**src/logic/can_msg_params.svh**
```systemverilog
`ifndef CAN_MSG_PARAMS_SVH
`define CAN_MSG_PARAMS_SVH
// buffer selector digit in address bits 7..4 (window 0x40..0x8f)
`define SEL_RX 4'h4
`define SEL_TX0 4'h5
`define SEL_TX1 4'h6
`define SEL_TX2 4'h7
`define SEL_BG 4'h8
// byte offsets inside one 16-byte buffer
`define OFS_ID0 4'h0
`define OFS_ID3 4'h3
`define OFS_PAY0 4'h4
`define OFS_PAY7 4'hb
`define OFS_LEN 4'hc
`define OFS_PRIO 4'hd
// field positions
`define IDE_BIT 3
`define SRR_BIT 4
`define RTR_STD_BIT 4
`define RTR_EXT_BIT 0
`define DLC_MAX 4'h8
`define FIFO_DEPTH 8
`endif

```
**src/logic/can_msg_pkg.sv**
```systemverilog
package can_msg_pkg;
  typedef logic [7:0] byte_t;
  typedef struct packed {
    byte_t [12:0] b;
  } msg_s;
  typedef struct packed {
    logic [7:0] data;
    logic sof;
  } word_s;
  typedef enum logic [2:0] {
    st_idle = 3'b001,
    st_send = 3'b010,
    st_recv = 3'b100
  } eng_e;
endpackage

```
**src/logic/can_byte_fifo.sv**
```systemverilog
`timescale 1ns/1ps
`default_nettype none
module can_byte_fifo #(
  parameter int WIDTH = 9,
  parameter int DEPTH = 8
) (
  input wire logic clk,
  input wire logic sys_rst,
  input wire logic in_valid,
  output logic in_ready,
  input wire logic [WIDTH-1:0] in_data,
  output logic out_valid,
  input wire logic out_ready,
  output logic [WIDTH-1:0] out_data
);
  localparam int AW = $clog2(DEPTH);
  logic [WIDTH-1:0] mem [DEPTH];
  logic [AW:0] wp;
  logic [AW:0] rp;
  logic full;
  logic empty;
  assign empty = (wp == rp);
  assign full = (wp[AW] != rp[AW]) && (wp[AW-1:0] == rp[AW-1:0]);
  assign in_ready = !full;
  assign out_valid = !empty;
  assign out_data = mem[rp[AW-1:0]];
  always_ff @(posedge clk or posedge sys_rst) begin
    if (sys_rst) begin
      wp <= '0;
      rp <= '0;
    end else begin
      if (in_valid && !full) wp <= wp + 1'b1;
      if (out_ready && !empty) rp <= rp + 1'b1;
    end
  end
  always_ff @(posedge clk) begin
    if (in_valid && !full) mem[wp[AW-1:0]] <= in_data;
  end
endmodule
`default_nettype wire

```
**src/logic/can_message_buffer_store.sv**
```systemverilog
// What this block does
// - all buffers share one 13-byte layout; contents undefined after reset
// - foreground receive buffer readable always; cpu writes ignored
// - transmit buffers readable and writable by cpu at any time
// - address digit 4 selects receive, 5/6/7 select transmit 0/1/2
// - extended identifier layout across four identifier bytes with srr, ide, rtr
// - standard identifier layout in two bytes; rtr bit 4, ide bit 3
// - identifier 11 or 29 bits, most significant bit sent first
// - smaller identifier means higher bus priority
// - srr only extended; software writes 1; received value stored
// - ide 0 standard, 1 extended; captured on receive, chooses format on send
// - rtr 0 data, 1 remote; captured on receive, sent as programmed
// - length code in bits 3..0; codes 0..8 give 0..8 data bytes
// - remote frame sends programmed length code but no payload bytes
// - eight payload registers; only length-code count sent; receive fills every arriving payload byte, up to eight
// - transmit buffers carry local priority byte at offset d; receive none
// - just before start of frame, queued transmit buffers join prioritisation
// - lowest local priority value wins
// - ties go to lowest buffer index
// - each buffer takes 16 bytes; last two unused
// - background receive buffer readable only in test mode
`timescale 1ns/1ps
`default_nettype none
`include "can_msg_params.svh"
module can_message_buffer_store #(
  parameter int FIFO_DEPTH = `FIFO_DEPTH
) (
  input wire logic clk,
  input wire logic sys_rst,
  // cpu register port
  input wire logic [7:0] cpu_addr,
  input wire logic cpu_rd,
  input wire logic cpu_wr,
  input wire logic [7:0] cpu_wdata,
  output logic [7:0] cpu_rdata,
  input wire logic test_mode,
  // queue control: each bit set means buffer free
  input wire logic [2:0] tx_buffer_empty_flag,
  // protocol engine: start of frame request and transmit stream
  input wire logic sof_request,
  output logic tx_grant_valid,
  output logic [1:0] tx_grant_index,
  output logic tx_none,
  output logic tx_valid,
  output logic [7:0] tx_byte,
  output logic tx_first,
  input wire logic tx_ready,
  // protocol engine: receive stream into background buffer
  input wire logic rx_valid,
  input wire logic rx_first,
  input wire logic [7:0] rx_byte,
  output logic rx_ready,
  input wire logic rx_commit
);
  // ****************************************
  // state
  // ****************************************
  typedef struct packed {
    can_msg_pkg::msg_s [3:0] buf_mem;
    can_msg_pkg::msg_s bg;
    can_msg_pkg::byte_t [2:0] prio;
    can_msg_pkg::eng_e eng;
    logic [1:0] sel;
    logic [3:0] pos;
    logic [3:0] last;
    logic [3:0] rpos;
    logic [7:0] rdata;
    logic grant_valid;
    logic [1:0] grant_index;
    logic none;
    logic fout_valid;
    logic [7:0] fout_byte;
    logic fout_first;
    logic rx_ready_q;
  } state_s;
  state_s q;
  state_s d;

  logic f_in_valid;
  logic f_in_ready;
  can_msg_pkg::word_s f_in;
  logic f_out_valid;
  logic f_out_ready;
  can_msg_pkg::word_s f_out;

  // transmit bytes pass through a fifo so engine back-pressure stalls the reader
  can_byte_fifo #(
    .WIDTH(9),
    .DEPTH(FIFO_DEPTH)
  ) u_fifo (
    .clk(clk),
    .sys_rst(sys_rst),
    .in_valid(f_in_valid),
    .in_ready(f_in_ready),
    .in_data(f_in),
    .out_valid(f_out_valid),
    .out_ready(f_out_ready),
    .out_data(f_out)
  );

  // output register is a one-entry skid: refill when empty or consumed
  assign f_out_ready = !q.fout_valid || tx_ready;

  // ****************************************
  // helpers
  // ****************************************
  // frame byte count: identifier bytes + payload, from the format bits
  function automatic logic [3:0] frame_last(input can_msg_pkg::msg_s m);
    logic ext;
    logic rtr;
    logic [3:0] dlc;
    logic [3:0] n;
    ext = m.b[`OFS_ID0 + 1][`IDE_BIT];
    rtr = ext ? m.b[`OFS_ID3][`RTR_EXT_BIT] : m.b[`OFS_ID0 + 1][`RTR_STD_BIT];
    dlc = m.b[`OFS_LEN][3:0];
    n = rtr ? 4'h0 : ((dlc > `DLC_MAX) ? `DLC_MAX : dlc);
    // standard format uses only two identifier bytes, yet layout stays fixed
    frame_last = `OFS_PAY0 + n;
  endfunction

  logic [1:0] win;
  logic any;
  always_comb begin
    win = 2'h0;
    any = 1'b0;
    // strict less-than keeps the lower index on ties
    for (int i = 0; i < 3; i++) begin
      if (!tx_buffer_empty_flag[i]) begin
        if (!any || q.prio[i] < q.prio[win]) begin
          win = 2'(i);
          any = 1'b1;
        end
      end
    end
  end

  // ****************************************
  // next state
  // ****************************************
  logic [3:0] sel_digit;
  logic [3:0] ofs;
  logic [3:0] bpos;
  assign sel_digit = cpu_addr[7:4];
  assign ofs = cpu_addr[3:0];

  always_comb begin
    d = q;
    f_in_valid = 1'b0;
    f_in = '0;
    bpos = 4'h0;
    d.grant_valid = 1'b0;
    // cpu read, registered: answer one cycle after cpu_rd
    if (cpu_rd) begin
      d.rdata = 8'h00;
      if (sel_digit >= `SEL_RX && sel_digit <= `SEL_TX2) begin
        if (ofs <= `OFS_LEN) begin
          d.rdata = q.buf_mem[sel_digit - `SEL_RX].b[ofs];
        end else if (ofs == `OFS_PRIO && sel_digit != `SEL_RX) begin
          d.rdata = q.prio[sel_digit - `SEL_TX0];
        end
      end else if (sel_digit == `SEL_BG && test_mode && ofs <= `OFS_LEN) begin
        d.rdata = q.bg.b[ofs];
      end
    end
    // cpu write: transmit buffers only, any time; receive buffer ignores it
    if (cpu_wr && sel_digit >= `SEL_TX0 && sel_digit <= `SEL_TX2) begin
      if (ofs <= `OFS_LEN) begin
        d.buf_mem[sel_digit - `SEL_RX].b[ofs] = cpu_wdata;
      end else if (ofs == `OFS_PRIO) begin
        d.prio[sel_digit - `SEL_TX0] = cpu_wdata;
      end
    end
    // transmit skid register
    if (f_out_ready) begin
      d.fout_valid = f_out_valid;
      d.fout_byte = f_out.data;
      d.fout_first = f_out.sof;
    end
    d.rx_ready_q = 1'b0;
    case (q.eng)
      can_msg_pkg::st_idle: begin
        d.rx_ready_q = 1'b1;
        if (sof_request) begin
          d.grant_valid = 1'b1;
          d.none = !any;
          d.grant_index = win;
          if (any) begin
            d.sel = win;
            d.pos = 4'h0;
            d.last = frame_last(q.buf_mem[win + 2'h1]);
            d.eng = can_msg_pkg::st_send;
          end
        end else if (rx_valid && rx_first) begin
          d.bg.b[0] = rx_byte;
          d.rpos = 4'h1;
          d.eng = can_msg_pkg::st_recv;
        end
      end
      can_msg_pkg::st_send: begin
        // identifier bytes then payload, msb first within each byte
        f_in_valid = 1'b1;
        bpos = (q.pos == q.last) ? `OFS_LEN : q.pos;
        f_in.data = q.buf_mem[q.sel + 2'h1].b[bpos];
        f_in.sof = (q.pos == 4'h0);
        if (f_in_ready) begin
          if (q.pos == q.last) d.eng = can_msg_pkg::st_idle;
          else d.pos = q.pos + 4'h1;
        end
      end
      can_msg_pkg::st_recv: begin
        d.rx_ready_q = 1'b1;
        // bytes arrive id0..id3, length, then payload, up to eight bytes whatever the code
        if (rx_valid && q.rpos <= `OFS_LEN) begin
          if (q.rpos < `OFS_PAY0) d.bg.b[q.rpos] = rx_byte;
          else if (q.rpos == `OFS_PAY0) d.bg.b[`OFS_LEN] = rx_byte;
          else d.bg.b[q.rpos - 4'h1] = rx_byte;
          d.rpos = q.rpos + 4'h1;
        end
        if (rx_commit) begin
          d.buf_mem[0] = d.bg;
          d.eng = can_msg_pkg::st_idle;
        end
      end
      default: d.eng = can_msg_pkg::st_idle;
    endcase
  end

  // ****************************************
  // registers
  // ****************************************
  // buffer contents are left out of reset on purpose: undefined by design
  always_ff @(posedge clk or posedge sys_rst) begin
    if (sys_rst) begin
      q.eng <= can_msg_pkg::st_idle;
      q.sel <= 2'h0;
      q.pos <= 4'h0;
      q.last <= 4'h0;
      q.rpos <= 4'h0;
      q.rdata <= 8'h00;
      q.grant_valid <= 1'b0;
      q.grant_index <= 2'h0;
      q.none <= 1'b1;
      q.fout_valid <= 1'b0;
      q.fout_byte <= 8'h00;
      q.fout_first <= 1'b0;
      q.rx_ready_q <= 1'b0;
    end else begin
      // buffers simply hold through reset, so they keep no defined value
      q <= d;
    end
  end

  assign cpu_rdata = q.rdata;
  assign tx_grant_valid = q.grant_valid;
  assign tx_grant_index = q.grant_index;
  assign tx_none = q.none;
  assign tx_valid = q.fout_valid;
  assign tx_byte = q.fout_byte;
  assign tx_first = q.fout_first;
  assign rx_ready = q.rx_ready_q;
endmodule
`default_nettype wire

```
**config.mk**
```make
export PLATFORM = sky130hd
export DESIGN_NAME = can_message_buffer_store
export DESIGN_NICKNAME = d
export VERILOG_FILES = /design/src/logic/can_msg_pkg.sv /design/src/logic/can_byte_fifo.sv /design/src/logic/can_message_buffer_store.sv
export VERILOG_INCLUDE_DIRS = /design/src /design/src/logic
export SDC_FILE = /design/constraint.sdc
export NUM_CORES = 1
export LEC_CHECK = 0
export BUFFER_PORTS_ARGS = -buffer_cell sky130_fd_sc_hd__buf_2
export CORE_UTILIZATION = 40
export CTS_CLUSTER_DIAMETER = 100
export DETAILED_ROUTE_END_ITERATION = 8
export REMOVE_ABC_BUFFERS = 1
export SYNTH_ARGS = -nofsm -noshare
export SYNTH_HDL_FRONTEND = slang
export SYNTH_HIERARCHICAL = 1
export SYNTH_SLANG_ARGS = --single-unit
export TNS_END_PERCENT = 30
```
**constraint.sdc**
```tcl
create_clock -name clk -period 17.25 [get_ports clk]
set_input_delay 0 -clock clk [delete_from_list [all_inputs] [get_ports clk]]
set_output_delay 0 -clock clk [all_outputs]
set_load 0.02 [all_outputs]
```
Yosys cells after proc, flatten, opt, wreduce, memory -nomap -nowiden:

Memory sizes are Yosys's and may differ from the RTL's. A register that Yosys moved wholly into a read port is not among the register bits.
Index checks and enable logic that the tools add are counted.

* multiplexer cells: 80
* bitwise gates (word level): 2
* equality and inequality tests: 22
* reductions and logical operators: 37
* $lt $le $gt $ge: 23
* $add $sub $neg: 10

Operators with widths (count)
* $mux W104: 8
* $bmux W104 S2: 3
* $bwmux W416: 1
* $bwmux W104: 2
* $demux W104 S2: 1
* $mux W200: 1
* $mux W8: 17
* $mux W100: 1
* $bmux W8 S4: 3
* $demux W8 S4: 3
* $mux W96: 1
* $mux W4: 10
* $bmux W8 S2: 2
* $bwmux W24: 1
* $ge A4 B1 Y1 const B: 5
* $lt A4 B5 Y1 const B: 4
* $ne A2 B2 Y1 const B: 9
* $add A4 B1 Y4 const B: 4
* $demux W8 S2: 1
* $logic_and A1 B1 Y1: 16
* $lt A8 B8 Y1: 2
* $pmux W4 S2: 2
* $pmux W8 S2: 1
* $mux W3: 5
* 35 further kinds: 71

* bits in writable memories: 72
* memories kept: 1
* flip-flop bits (word level): 583
* logic and storage cells: 256
* output and inout bits: 23
* bits of input ports: 37

Memories
* u_fifo.mem: words 8, bits a word 9, rd ports 1, clocked after Yosys merged registers in 1, write ports 1, RTL line can_byte_fifo.sv:17 `logic [WIDTH-1:0] mem [DEPTH];`

Logic depth before layout (Yosys ltp):

Gate-level depths: netlist of the first run.

* depth after elaboration: 20
* depth in mapped cells: 14
* gate-level depth less buffers: 13

By module:

The synthesis of the first run kept the hierarchy.

Modules (own cells, without submodules)
* can_message_buffer_store: cells each 2058, area an instance 31261.2 µm², times used 1, seq. area each 17339.1 µm²
* can_byte_fifo: cells each 165, area an instance 3368.2 µm², times used 1, seq. area each 2362.3 µm²

Least setup slack after synthesis of the first run:

No wires, ideal clock.

* path kind: reg2reg
* start point: reg q[38] in the netlist's numbering
* end point: reg q[100] in the netlist's numbering (enable)
* path buffers: 3
* clock period less this slack: 5719 ps
* cell stages (with the launch flop): 6
* library setup time: 552 ps
* setup slack: 11531 ps
* arrival time: 5167 ps
* required time: 16698 ps
* cells stage by stage: dfrtp_1 clkbuf_1 or2_2 clkbuf_1 clkbuf_1 nor2_1

* longest elaborated chain between the ends: 2

RTL lines
* start: declaration: RTL line can_message_buffer_store.sv:76 `state_s q;`
* $eq A3 B3 Y1: RTL line can_message_buffer_store.sv:180 `case (q.eng)`
* $reduce_and A2 Y1 (no source line)

No other way between the ends.
A chain may end at the register's enable or synchronous reset.

Worst setup path in the final report of the first run:

* start point: reg q[53] in the netlist's numbering
* end point: reg q[30] in the netlist's numbering

* longest elaborated chain between the ends: 17
* elaborated cells on any way between the ends: 24
* those cells by class: add/sub (2); order compare (3); mux (15); reduce/logical (4)

RTL lines
* $lt A8 B8 Y1: RTL line can_message_buffer_store.sv:129 `if (!any || q.prio[i] < q.prio[win]) begin`
* $logic_or A1 B1 Y1: RTL line can_message_buffer_store.sv:129
* $mux W1: RTL line can_message_buffer_store.sv:129
* $mux W1: RTL line can_message_buffer_store.sv:128 `if (!tx_buffer_empty_flag[i]) begin`
* $bmux W8 S2: RTL line can_message_buffer_store.sv:129
* $mux W8 (implied by the code): RTL line can_message_buffer_store.sv:129
* $lt A8 B8 Y1: RTL line can_message_buffer_store.sv:129
* $logic_or A1 B1 Y1: RTL line can_message_buffer_store.sv:129
* $mux W2: RTL line can_message_buffer_store.sv:129
* $mux W2: RTL line can_message_buffer_store.sv:128
* $add A2 B1 Y2: RTL line can_message_buffer_store.sv:190 `d.last = frame_last(q.buf_mem[win + 2'h1]);`
* $bmux W104 S2: RTL line can_message_buffer_store.sv:190
* $mux W100 (implied by the code): RTL line can_message_buffer_store.sv:190
* $gt A4 B4 Y1 (no source line)
* $mux W4 (2 in a row): RTL line can_message_buffer_store.sv:116 `` n = rtr ? 4'h0 : ((dlc > `DLC_MAX) ? `DLC_MAX : dlc); ``
* $add A3 B4 Y4 (no source line)

Several ways; a longest one is shown, not always the timed one. The select of a mux whose other input is x is not followed.

==> results of run 1 <==
==> power by group through the flow <==
stage	clock network, W	logic [W]	registers [W]
floorplan	0	0.000710	0.00206
global placement	0	0.00110	0.00204
detailed placement	0	0.00111	0.00205
CTS	0.00160	0.00112	0.00202
global route	0.00165	0.00118	0.00203
finish	0.00158	0.00112	0.00202
==> kinds of logic (layout without fill, tap and decap cells) <==
kind of cell / count (synthesis) / after routing / share of synthesized area
buf+inv: 194 / 282 / 0.0272
mux: 613 / 613 / 0.271
compound gates: 290 / 290 / 0.0563
xor+xnor: 18 / 18 / 0.00520
other cells: 0 / 1 / 0
simple gates: 417 / 417 / 0.0620
fa+ha+maj: 27 / 27 / 0.00976
flops: 664 / 664 / 0.569
==> synthesized netlist by cell type (41+ instances only) <==
library cell  number
edfxtp_1         616
mux4_2           236
mux2_2           206
mux2i_1          155
nor2_1           140
nand2_1          107
a21oi_1          102
clkbuf_1          81
a22oi_1           48
dfrtp_1           46
buf_2             41
o21ai_0           41
==> flip-flops by register name (all words and copies together), names as in the netlist, 2 cells and up <==
register and flops:
tx_grant_index 2, u_fifo/rp 4, u_fifo/mem 72, cpu_rdata 8
u_fifo/wp 4, q 561, tx_byte 8
==> stage by stage <==
step	area, um2	power, W
2_1_floorplan	33800	0.00277
3_3_place_gp	35900	0.00314
3_5_place_dp	35900	0.00316
4_1_cts	38500	0.00473
5_1_grt	38500	0.00486
6_report	38500	0.00471
==> tightest hold or removal path: stages <==
cell and delay, ps:
dlygate4sd3_1 530, buf_2 230, inv_6 300
==> cells in the final DEF (no fill, tap or decap), drive strengths merged, types with 41 or more instances in the layout <==
cell type and instances:
nand2 107, mux2 222, mux4 236, a22oi 48
buf 102, a21oi 102, dfrtp 46, edfxtp 616
clkbuf 101, mux2i 155, nor2 147, o21ai 41
==> per-layer routing <==
| layer | routed length (um) | track usage | vias up |
|---|---|---|---|
| met4 | 3030 | 0.0734 | 6 |
| met5 | 42 | 0 | - |
| li1 | - | - | 9043 |
| met2 | 50500 | 0.387 | 1280 |
| met3 | 11500 | 0.0596 | 159 |
| met1 | 45600 | 0.357 | 11541 |
==> what timing repair did <==
action	in CTS	in global routing
endpoints found under the setup margin	0	0
endpoints found under the hold margin	97	0
hold buffers	17	0
buffers inserted	0	0
gates resized for setup	0	0
==> layout make-up <==
class	count	area, um2	area share
diodes	1	2.50	0.0000650
clock inverters	38	280	0.00728
inverters	24	95.1	0.00247
multi-input cells	1365	14100	0.365
well taps	1144	1430	0.0372
clock buffers	100	2120	0.0549
flip-flops and latches	664	19700	0.512
repair buffers	120	810	0.0210
==> worst max path at each step <==
stage               cells after the start  slack [ps]        start          endpoint
floorplan                               4       11700        q[35]  u_fifo/mem[0][7]
global placement                        9       13490  cpu_addr[4]      cpu_rdata[2]
finish                                 13       13360        q[53]             q[30]
global route                           13       13100        q[53]             q[30]
CTS                                    13       13420        q[53]             q[30]
detailed placement                     13       13430        q[53]             q[30]
==> results.toml, run 1 <==
[power]
switching_power_w = 0.00146
p_int_w = 0.00325
sw_frac_of_total = 0.310
powerDensity_nw_per_um2 = 122
pwr-share-seq = 0.428
leakage_nw = 13.0
p_clk_frac = 0.335
p_comb_frac = 0.237
vdd_drop_max_mv = 0.0876

[run]
cap_violations = 0

[setup_path]
crit_top_cell = "ha_1"
path_class = "reg2reg"
crit_fanout = 11
r2r_start = "q[53]"
required_ps = 17760
critPathTopFamily = "compound AO/OA/AOI/OAI gates"
critPathArrivalTime_ps = 4400
slowest_delay_ps = 490
cp-start-kind = "flop"
crit_path_top_delay_cell = "nor4_1"
r2r_setup_slack_ps = 13360
crit_buf_inv = 1
cp-end-kind = "flop"
worstPathCellList = "ha_1 -> a211oi_1 -> o21ai_0 -> a32oi_1 -> buf_4 -> mux2i_1 -> ha_1 -> a21o_1 -> a21oi_1 -> nor2_1 -> nor4_1 -> a21o_4 -> mux2_1"
worst_r2r_endpoint = "q[30]"
worstRegToRegCells = 13

[cts]
root_buffer = "clkbuf_16"
cts_tree = "yes"
clock-sinks = 664
numCtsBuffers = 77
cts_max_level = 3
path_clk_slew_ps = 60
clkLatencyLatePin_ps = 640
clock_path_buffers = 3

[finish]
area_growth_pct = 11.2
fill_cells = 7453
final_util = 0.451
final_nets = 2316
drive_above_1_share = 0.312
final_cells = 3456

[outcome]
status = "completed"

[routing]
detail-route-antenna-nets = 0
route.detailed.drc = 0
dr.pass1.iters = 5
wire_per_inst_um = 32.0
wl_um = 111000
drt_iter0_drc = 2817
vias = 22029
via_per_inst = 6.37

[global_route]
grtUsageTotal = 0.253
grt_pass1_wl_um = 158000
grt_pass1_vias = 21293
antenna_found_initial = 11
grt_overflow_total = 0
grt_start_max_net_pins = 74

[yosys]
synth_cell_types = 82
ys_seq_area_frac = 0.569
yosysWarnings = 6
yosys-top-cells-area = "edfxtp_1, mux4_2, mux2_2"
synthCells = 2223
yosys_register_bits = 664
syn_area_per_cell_um2 = 15.6
syn_area_um2 = 34600
synth_top_cell_area_share = 0.534
ys.flop_type = "edfxtp_1"
synth_top_area_cell = "edfxtp_1"
synth_edf_count = 616
async_flop_share = 0.0723

[sta]
fmax_mhz = 257
holdWs_ps = 35.3
setup_tns_ps = 0
max_slew_margin = 0.250
setup_violations = 0
fin_ws_ps = 13360
finalHoldViolations = 0
clock_skew_ps = 35.9
worst_slew_pin_slew_ps = 1120
grt_setup_unrepaired = "false"
finalWorstPathRequiredPeriod_ps = 3890
fin_crit_sh = 0.225
slew_viol_final = 0

[floorplanning]
start_util = 0.405
dieArea_um2 = 87800
fp-row-count = 107
ios = 60
fp.dieH_um = 296
coreArea_um2 = 85400
chipWidth_um = 296

[worst_hold_path]
hp-class = "in2async"

[placement]
numPortBuffers = 59
globalplace.congestion = 0.930
dp_cells = 3300
pre_cts_slack_ps = 13430
hpwlAfterDp_um = 74700
Note: power is estimated with default switching activity, not from simulation.
==> run 2, diff against run 1 <==
--- a/config.mk
+++ b/config.mk
@@ -6,6 +6,7 @@
 export SDC_FILE = /design/constraint.sdc
 export NUM_CORES = 1
 export LEC_CHECK = 0
+export ABC_AREA = 1
 export BUFFER_PORTS_ARGS = -buffer_cell sky130_fd_sc_hd__buf_2
 export CORE_UTILIZATION = 40
 export CTS_CLUSTER_DIAMETER = 100
==> constraint.sdc (replaced) <==
create_clock -name clk -period 3.25 [get_ports clk]
set_input_delay 0 -clock clk [delete_from_list [all_inputs] [get_ports clk]]
set_output_delay 0 -clock clk [all_outputs]
set_load 0.02 [all_outputs]
==> results.toml, run 2 <==
[routing]
detail-route-antenna-nets = 0
dr.pass1.iters = 7
vias = 31209
route.detailed.drc = 0
via_per_inst = 6.13
drt_iter0_drc = 4885
wire_per_inst_um = 27.3
wl_um = 139000

[outcome]
status = "complete, but fails checks"
failed_checks = "setup timing"

[sta]
fin_ws_ps = -61.8
finalHoldViolations = 0
fin_crit_sh = 1.02
grt_setup_unrepaired = "true"
max_slew_margin = 0.247
setup_violations = 4
setup_tns_ps = -148
clock_skew_ps = 22.2
slew_viol_final = 0
fmax_mhz = 302
finalWorstPathRequiredPeriod_ps = 3310
worst_slew_pin_slew_ps = 1120

[cts]
root_buffer = "clkbuf_16"
cts_tree = "yes"
cts_max_level = 3
clock_path_buffers = 3
numCtsBuffers = 73
clock-sinks = 664
path_clk_slew_ps = 60
clkLatencyLatePin_ps = 640

[setup_path]
required_ps = 3820
critPathArrivalTime_ps = 3880
crit_path_end = "q[28]"
r2r_start = "q[47]"
worstPathCellList = "inv_1 -> ha_4 -> a21oi_2 -> o21a_1 -> nand2_1 -> nand2_2 -> nand2_4 -> nand2_2 -> o21ai_2 -> ha_1 -> a21oi_2 -> nor2_1 -> a211oi_2 -> nand2_2 -> a21oi_4 -> buf_6 -> nand2_1 -> nand3_2 -> nand2_1 -> nand3b_1 -> nand2_1"
path_class = "reg2reg"
r2r_setup_slack_ps = -60
critPathTopFamily = "compound AO/OA/AOI/OAI gates"
worst_r2r_endpoint = "q[28]"
crit_path_top_delay_cell = "edfxtp_1"
slowest_delay_ps = 370
cp-start-kind = "flop"
crit_top_cell = "nand2_1"
cp-startpoint = "q[47]"
crit_fanout = 6
worstRegToRegCells = 21
crit_buf_inv = 2
crit_cells = 21
cp-end-kind = "flop"

[power]
switching_power_w = 0.0107
pwr-share-seq = 0.372
p_int_w = 0.0183
leakage_nw = 15.1
sw_frac_of_total = 0.370
p_clk_frac = 0.297
vdd_drop_max_mv = 0.553
powerDensity_nw_per_um2 = 717
p_comb_frac = 0.331

[global_route]
antenna_found_initial = 5
grtUsageTotal = 0.305
grt_overflow_total = 0
grt_start_max_net_pins = 121
grt_pass1_vias = 28439
grt_pass1_wl_um = 199000

[yosys]
yosys_register_bits = 664
ys_seq_area_frac = 0.565
yosysWarnings = 6
synth_edf_count = 616
synth_top_cell_area_share = 0.531
syn_area_per_cell_um2 = 9.26
yosys-top-cells-area = "edfxtp_1, o21ai_0, nor2_1"
yosysMostFrequentCell = "o21ai_0"
netlist_top_cells_count = "o21ai_0, edfxtp_1, nor2_1"
synth_top_area_cell = "edfxtp_1"
async_flop_share = 0.0723
syn_area_um2 = 34800
synthCells = 3762
ys.flop_type = "edfxtp_1"
synth_cell_types = 61

[finish]
layout_common_cells = "o21ai_0, edfxtp_1, nor2_1, nand2_1, inv_1"
final_util = 0.471
drive_above_1_share = 0.131
final_common_cell = "o21ai_0"
area_growth_pct = 15.9
final_nets = 3954
regMostFlops = "q"
fill_cells = 8033
largest_register_ffs = 561

[placement]
globalplace.congestion = 1.01
hpwlAfterDp_um = 97500
numPortBuffers = 59

[floorplanning]
chipWidth_um = 297
start_util = 0.407
fp-row-count = 107
dieArea_um2 = 88300
coreArea_um2 = 85700
ios = 60
fp.dieH_um = 297

[run]
cap_violations = 0

[worst_hold_path]
hold_start = "cpu_wdata[1]"
hp-class = "in2reg"
## run 2: cell types whose count changed after synthesis, sizes merged, moves of 20 or more
cell / previous run / this run
nand3: 39 / 59
a21oi: 102 / 270
mux4: 236 / 0
a22oi: 48 / 21
clkbuf: 81 / 186
nand2: 107 / 452
a221oi: 2 / 26
o221ai: 16 / 92
nor2: 147 / 500
mux2i: 155 / 4
mux2: 222 / 9
o22ai: 9 / 183
inv: 23 / 354
o21ai: 41 / 694
## run 2: layout make-up
type                    instances  area [um2]  area share
diodes                          2        5.00    0.000124
clock buffers                  90        1990      0.0492
clock inverters                38         437      0.0108
inverters                     363        1380      0.0341
multi-input cells            2463       12800       0.317
flip-flops and latches        664       19700       0.488
well taps                    1144        1430      0.0354
repair buffers                325        2640      0.0652
## run 2: logic make-up after synthesis
| family | Yosys count | share of synthesized area |
|---|---|---|
| simple gates | 1041 | 0.119 |
| fa+ha+maj | 27 | 0.00969 |
| flops | 664 | 0.565 |
| compound gates | 1373 | 0.227 |
| xor+xnor | 8 | 0.00201 |
| buf+inv | 636 | 0.0728 |
| mux | 13 | 0.00406 |
## run 2: per-layer routing
layer	global-route usage	share of wire
met3	0.0634	0.12
met1	0.432	0.40
met4	0.133	0.047
met2	0.449	0.42
met5	0	0.00037
## run 2: power by group through the flow
stage / Clock [W] / Sequential, W / Combinational (W)
after floorplan: 0 / 0.0109 / 0.00476
after global placement: 0 / 0.0109 / 0.00919
final: 0.00861 / 0.0108 / 0.00960
after detailed placement: 0 / 0.0109 / 0.00923
after CTS: 0.00867 / 0.0107 / 0.00928
after global routing: 0.00898 / 0.0108 / 0.0101
## run 2: worst min path at each step
stage | slack (ps) | to | cells past startpoint
5_1_grt | 20 | q[315] | 2
4_1_cts | 4 | q[387] | 2
3_5_place_dp | 160 | u_fifo/rp[3] | 2
3_3_place_gp | 150 | u_fifo/rp[3] | 2
6_report | 20 | q[313] | 2
2_1_floorplan | -180 | u_fifo/rp[0] | 1
## run 2: per-stage QoR
step	worst slack, ps	cells	instance area (um2)	total power [W]	hold WS [ps]
after global placement	-35.6	4936	37600	0.0201	153
after detailed placement	-2.20	4936	37600	0.0201	159
after floorplan	-3340	3489	33700	0.0157	-184
final	-61.8	5089	40400	0.0290	21.2
after global routing	-201	5087	40400	0.0299	20.1
after CTS	47.5	5081	40200	0.0287	3.78
## run 2: timing repair
item	4_1_cts	5_1_grt
endpoints found under the setup margin	2	21
cloned	0	1
hold buffers	17	0
pin swaps	0	28
gates resized for setup	1	31
setup buffers	0	5
endpoints found under the hold margin	63	0
